**src/lane_cfg_pkg.sv**
```systemverilog
// Package for the redriver lane configuration register bank.
// Assumes 8-bit register addresses and 8-bit data from a serial engine.
package lane_cfg_pkg;
   // Register addresses
   localparam logic [7:0] ADDR_LANE1_CONTROL = 8'h05;
   localparam logic [7:0] ADDR_LANE1_ENABLES = 8'h06;
   localparam logic [7:0] ADDR_LANE2_CONTROL = 8'h08;
   localparam logic [7:0] ADDR_LANE2_ENABLES = 8'h09;
   localparam logic [7:0] ADDR_LANE3_CONTROL = 8'h0B;
   localparam logic [7:0] ADDR_LANE3_ENABLES = 8'h0C;
   // Unmapped holes between the lane pairs
   localparam logic [7:0] ADDR_GAP_LANE1_2   = 8'h07;
   localparam logic [7:0] ADDR_GAP_LANE2_3   = 8'h0A;
   // Reset values and writable masks
   localparam logic [7:0] REG_RESET_VAL      = 8'h00;
   localparam logic [7:0] ENABLES_WR_MASK    = 8'h07;
   localparam logic [7:0] CONTROL_WR_MASK    = 8'hFF;
   localparam logic [7:0] READ_ZERO          = 8'h00;
   // Serial target address: upper four bits fixed at zero
   localparam logic [3:0] TARGET_ADDR_HI     = 4'h0;
   localparam int         NUM_LANES          = 3;

   // Decoded control register of one lane
   typedef struct packed {
      logic       reserved_bit;
      logic [2:0] equalizer_step;
      logic       output_dc_boost_ctl;
      logic       equalizer_dc_level;
      logic [1:0] rx_gain_code;
   } lane_control_t;

   // Decoded enable register of one lane
   typedef struct packed {
      logic [4:0] reserved_bit;
      logic       driver_peaking_on;
      logic       equalizer_stage_off;
      logic       driver_stage_off;
   } lane_enables_t;

   // Register write / read request from the serial engine
   typedef struct packed {
      logic       wr_en;
      logic [7:0] addr;
      logic [7:0] wdata;
   } reg_req_t;

   // All held state of the bank
   typedef struct packed {
      lane_control_t [NUM_LANES-1:0] control;
      lane_enables_t [NUM_LANES-1:0] enables;
      logic [7:0]                    rdata;
      lane_control_t [NUM_LANES-1:0] lane_ctl;
      lane_enables_t [NUM_LANES-1:0] lane_ena;
      logic [6:0]                    target_addr;
   } bank_state_t;
endpackage : lane_cfg_pkg

```
**src/lane_cfg_regs.sv**
```systemverilog
// Lane 1..3 control and enable register bank of a four-lane redriver.
// Assumes a serial protocol engine delivers decoded address/data strobes.
`timescale 1ns/100ps
module lane_cfg_regs
   import lane_cfg_pkg::*;
(
   // Clock and reset
   input  wire logic                   i_ref_clk,
   input  wire logic                   i_rstn,
   // Register access from serial engine
   input  wire reg_req_t               i_req,
   input  wire logic [2:0]             i_addr_strap,
   input  wire logic                   i_config_source_select,
   output logic [6:0]                  o_target_addr,
   output logic [7:0]                  o_rdata,
   // Strap-pin fallback, one value shared by all lanes
   input  wire lane_control_t          i_strap_control,
   // Analog lane controls
   output lane_control_t [NUM_LANES-1:0] o_lane_control,
   output lane_enables_t [NUM_LANES-1:0] o_lane_enables
);
   bank_state_t state_reg;
   bank_state_t state_next;

   // Write data seen as each register's fields, for the checks below
   lane_control_t wdata_as_ctl;
   lane_enables_t wdata_as_ena;
   assign wdata_as_ctl = lane_control_t'(i_req.wdata);
   assign wdata_as_ena = lane_enables_t'(i_req.wdata);

   // Address of each lane's pair, indexed by lane
   localparam logic [7:0] CTL_ADDR [NUM_LANES] =
      '{ADDR_LANE1_CONTROL, ADDR_LANE2_CONTROL, ADDR_LANE3_CONTROL};
   localparam logic [7:0] ENA_ADDR [NUM_LANES] =
      '{ADDR_LANE1_ENABLES, ADDR_LANE2_ENABLES, ADDR_LANE3_ENABLES};

   // Next state: writes update masked bits, read data follows address
   always_comb begin
      state_next       = state_reg;
      state_next.rdata = READ_ZERO; // Gaps read zero
      for (int i = 0; i < NUM_LANES; i++) begin
         if (i_req.addr == CTL_ADDR[i]) begin
            state_next.rdata = state_reg.control[i];
            if (i_req.wr_en) begin
               state_next.control[i] = lane_control_t'(i_req.wdata & CONTROL_WR_MASK);
               state_next.rdata      = i_req.wdata;
            end
         end
         if (i_req.addr == ENA_ADDR[i]) begin
            state_next.rdata = state_reg.enables[i] & ENABLES_WR_MASK;
            if (i_req.wr_en) begin
               // Upper bits never stored, so they stay zero
               state_next.enables[i] = lane_enables_t'(i_req.wdata & ENABLES_WR_MASK);
               state_next.rdata      = i_req.wdata & ENABLES_WR_MASK;
            end
         end
      end
      // Lane drive is registered from the next state, so a write reaches
      // the analog side on the same edge as the register itself.
      // Strap mode forces the enables clear so no stage can stay off
      // by a value left over from register mode.
      for (int i = 0; i < NUM_LANES; i++) begin
         if (i_config_source_select) begin
            state_next.lane_ctl[i] = i_strap_control;
            state_next.lane_ena[i] = lane_enables_t'(REG_RESET_VAL);
         end else begin
            state_next.lane_ctl[i] = state_next.control[i];
            state_next.lane_ena[i] = state_next.enables[i];
         end
      end
      // Straps sampled every cycle; valid from the first edge after reset
      state_next.target_addr = {TARGET_ADDR_HI, i_addr_strap};
   end

   // State register, cleared to zero by reset
   always_ff @(posedge i_ref_clk or negedge i_rstn) begin
      if (!i_rstn) begin
         state_reg <= '0;
      end else begin
         state_reg <= state_next;
      end
   end

   // Target address and lane drive come straight from flip-flops
   assign o_target_addr = state_reg.target_addr;
   assign o_rdata       = state_reg.rdata;

   // One copy of the lane drive per lane; fields keep their bit places
   // so step, gain and stage bits land on the analog side unchanged.
   generate
      for (genvar g = 0; g < NUM_LANES; g++) begin : g_lane
         assign o_lane_control[g] = state_reg.lane_ctl[g];
         assign o_lane_enables[g] = state_reg.lane_ena[g];
      end
   endgenerate

   // Per-lane checks: each non-reserved field of a register-mode write shows on its own
   // lane pins one edge later, read data tracks the register, and a write
   // to any other address leaves the lane's registers alone.
   generate
      for (genvar g = 0; g < NUM_LANES; g++) begin : g_lane_chk

      end
   endgenerate
endmodule : lane_cfg_regs

```
**config.mk**
```make
export PLATFORM = sky130hd
export DESIGN_NAME = lane_cfg_regs
export DESIGN_NICKNAME = d
export VERILOG_FILES = /design/src/lane_cfg_pkg.sv /design/src/lane_cfg_regs.sv
export SDC_FILE = /design/constraint.sdc
export NUM_CORES = 1
export LEC_CHECK = 0
export ABC_AREA = 1
export BUFFER_PORTS_ARGS = -buffer_cell sky130_fd_sc_hd__buf_2
export CORE_ASPECT_RATIO = 0.75
export CORE_MARGIN = 2
export CORE_UTILIZATION = 50
export DETAILED_ROUTE_END_ITERATION = 8
export GPL_ROUTABILITY_DRIVEN = 0
export PLACE_DENSITY = 0.76
export SYNTH_ARGS = -nofsm -noshare
export SYNTH_HDL_FRONTEND = slang
export SYNTH_SLANG_ARGS = --single-unit
```
**constraint.sdc**
```tcl
create_clock -name i_ref_clk -period 1.2 [get_ports i_ref_clk]
set_input_delay 0.06 -clock i_ref_clk [delete_from_list [all_inputs] [get_ports i_ref_clk]]
set_output_delay 0.06 -clock i_ref_clk [all_outputs]
set_load 0.05 [all_outputs]
```
==> results.txt <==
* Result of the run: complete, no violations
* Final Max Slew Viols: 0
- Largest net degree at the start of global routing: 50
- Multi-input gate area: 1358 sq um
- Die span in x: 115.5 microns
- The initial utilization of the core area, before any placement, comes to 51.54%.
* Post-DRT Antenna Nets: 0
* Levels on crit path: 5
- After synthesis, the cell types taking the most area are sky130_fd_sc_hd__dfrtp_1 57%, sky130_fd_sc_hd__nand2_1 16%, sky130_fd_sc_hd__buf_4 10%, sky130_fd_sc_hd__nor2_1 3.4%, sky130_fd_sc_hd__nand3_1 2.6%.
- The most numerous cell type found on the critical path is sky130_fd_sc_hd__nand2_1.
- Pwr/cell area: 1453 nW/um^2
* Met3 usage: 8.374%
- The first global-routing pass estimated 16,210 microns of wire.
* CTS tree: built
- Post-synth cell types: 24
- Reg2Reg Setup Slack: 110 ps
- Floorplan row count: 30
* Post-Route Utilization: 59.57%
- Hold Crit Start: i_strap_control[1]
- Max FFs per register: 48
- Aggregate global routing overflow: 0
- The core region is ~9000 sq um.
* Post-synthesis cell type with the largest combined area: sky130_fd_sc_hd__dfrtp_1
* Footprint of the flip-flops and latches: 2678 sq um
- Leakage Power: 3.208 nW
* Worst setup path startpoint: state_reg[94]
- In this run the worst path has a maximum fanout of 2.
- Placed standard-cell area: between 4000 and 5000 sq um
* Hold crit path type: in -> reg
* Average size of a mapped cell: 9.000 sq um
- After clock tree synthesis, the clock-pin slew on the worst setup and hold paths is 70 ps.
* Largest vdd supply drop: 602.5 uV
- In this run, synthesis produced a sequential element count of 107.
- Global-route met1 utilization: 29.82%
- Yosys warnings: 0
* Number of flops mapped to enable cells by yosys: 0
- The number of antenna violations at the first check in global routing is 0.
- The worst setup path is captured at a flop.
- The share of synthesized area in the top cell type comes to 57.43%.
- sky130_fd_sc_hd__nand2_1 is the most common cell in the netlist.
- Setup violations remaining at the end of the flow were counted as 0.
- Sequential cells were found to cover 57.43% of the synthesized design area.
- STA classifies the critical path startpoint as a flop.
* Worst R2R End: o_lane_control[7]
- The number of global-route vias before repair was 3,301.
* Critical Path End: o_lane_control[7]
* Dpl hpwl: 7228 microns
- Clock skew on the completed layout was measured at 5.879 ps.
- H-tree level count: 3
* Area enclosed by the die boundary: about 10,000 sq um
- Largest incremental delay on the critical path: approximately 370 ps
- Final routed wirelength across all metal layers: roughly 10,000 microns
- After filler insertion, the fill cell instance count of the layout stands at 777.
- For this run, the total global-route usage over all layers was measured as 21.29%.
* Setup repair after global routing missed its margin: false
- Buffers placed on the I/O ports in this run total 89.
- Required arrival time at the worst endpoint: 1440 ps
- OpenSTA, run right after detailed placement, puts the worst setup slack at -40.08 ps.
- In the final routed layout, each cell accounts on average for 14.19 microns.
* ANT cells: 0
- Type of the worst setup path: reg -> reg
- Slack of the critical path: 108.7 ps
* Number of hold violations in the final report: 0
* Met2 global-route usage: a little under a third
- Crit path buffers/inverters: 0
* Most frequent cells after synthesis: 193 x sky130_fd_sc_hd__nand2_1, 107 x sky130_fd_sc_hd__dfrtp_1, 63 x sky130_fd_sc_hd__buf_4
- Clock latency reported for the late side of the worst-skew pair: 340 ps
- Primary flip-flop cell chosen by synthesis mapping: sky130_fd_sc_hd__dfrtp_1
- After the first detailed-routing iteration, the DRC count stood at between 300 and 400.
- Summing over every cut layer, the via total after detailed routing is ~3,400.
- The finished layout holds ~710 standard cells, fillers aside.
- The net count of the finished layout is 611.
- Of all flip-flops after synthesis, the portion carrying an async set or reset was 100.0%.
* Total of max-cap violations: 0
* Proportion of layout cells with a drive suffix above 1: around a quarter
* Top Usage Layer GRT: met2
* Per-cell via count in the routed design: 4.806
- Master cell of the clock root buffer: sky130_fd_sc_hd__clkbuf_16
* Inserted Clock Buffers: 9
* Gate family responsible for the most delay along the worst path: simple AND/OR/NAND/NOR gates
- Area delta synth->final: 15.59%
- Fmax: 916.4 MHz
- IO Count: 94
- Worst reg2reg startpoint: state_reg[94]
- Once placement completed, the tool counted placed cells totaling 687.
- Chip Height: roughly 88 microns
- Among all stages on the critical path, the largest delay is contributed by sky130_fd_sc_hd__dfrtp_1.
* Total standard cell area after synthesis: 4662 sq um
* CP Cell Sequence: or2_2, nand4_1, nand2_1, nand2_1, nand2_1
- Number of iterations in the first detailed-routing pass: 4
* Arrival time of the worst setup path: 1330 ps
- Clock tree sinks: 107
* Worst-case clock buffer depth: 2
- Counting every instance in the synthesized netlist gives 518.
- Count of buffers added by post-CTS timing repair for setup: 0
- Reg2Reg Depth: 5
- Depth of the worst hold-timing path: 3
- Post-route DRC violation count: 0
- Finished layout cell area: roughly 5400 sq um
- Part of the cycle the worst path needs: 90.94%
- After layout, the minimum clock period comes to around 1100 ps.
[worst min path at each step]
stage	endpoint	slack, ps
6_report	o_lane_control[9]	20
5_1_grt	o_lane_control[9]	40
4_1_cts	o_lane_control[10]	7
3_5_place_dp	o_lane_control[13]	60
3_3_place_gp	o_lane_control[13]	50
2_1_floorplan	o_lane_control[0]	-240
[worst register-to-register path: stages (launching register included)]
cell                      delay (ps)
sky130_fd_sc_hd__dfrtp_1         370
sky130_fd_sc_hd__or2_2           270
sky130_fd_sc_hd__nand4_1         120
sky130_fd_sc_hd__nand2_1          90
sky130_fd_sc_hd__nand2_1          80
sky130_fd_sc_hd__nand2_1          50
[where the power goes]
group	total [mW]	internal, mW	leakage, nW	switching [mW]
registers	3.82	3.76	1.40	0.0635
clock network	3.04	1.66	0.153	1.38
logic	0.975	0.273	1.65	0.701
total	7.83	5.69	3.21	2.14
[routing by layer]
metal  vias to the layer above  routed length [microns]
met5                         -                        0
met4                         0                      108
met3                        10                      870
met2                       126                     4554
met1                      1617                     4582
li1                       1674                        -
[layout by cell type, fill, tap and decap left out, drive strengths merged]
master and instances:
nand2 198, buf 114, dfrtp 107, nor2 45, inv 31, nand3 24
o21ai 12, dlygate4sd3 10, a21oi 9, clkbuf 9, nor3 8, nand4 5
o21bai 4, conb 4, or2 2, clkinv 2, bufinv 1
[layout make-up]
class | instances | area share [%]
clock buffers | 9 | 4.179
clock inverters | 7 | 1.509
inverters | 27 | 1.881
multi-input cells | 311 | 25.19
flip-flops and latches | 107 | 49.69
well taps | 128 | 2.972
repair buffers | 124 | 14.58
[cell families after synthesis]
kind of cell | count (synthesis) | synth area share, %
and+or+nand+nor | 282 | 25.25
DFF | 107 | 57.43
buffers and inverters | 103 | 13.69
AOI/OAI and AO/OA | 25 | 3.543
other | 1 | 0.08044
[metrics by stage]
| step | total power [mW] | TNS, ps | hold slack (ps) |
|---|---|---|---|
| 2_1_floorplan | 4.607 | 0 | -235.6 |
| 3_3_place_gp | 4.825 | -96.03 | 51.91 |
| 3_5_place_dp | 4.842 | -132.5 | 60.36 |
| 4_1_cts | 7.902 | 0 | 6.600 |
| 5_1_grt | 8.155 | 0 | 37.38 |
| 6_report | 7.832 | 0 | 18.04 |
[timing repair]
item	CTS	global route
hold buffers	10	0
hold endpoints to repair	128	0
gates resized for setup	0	0
No activity file was read; power rests on OpenSTA's default activity.
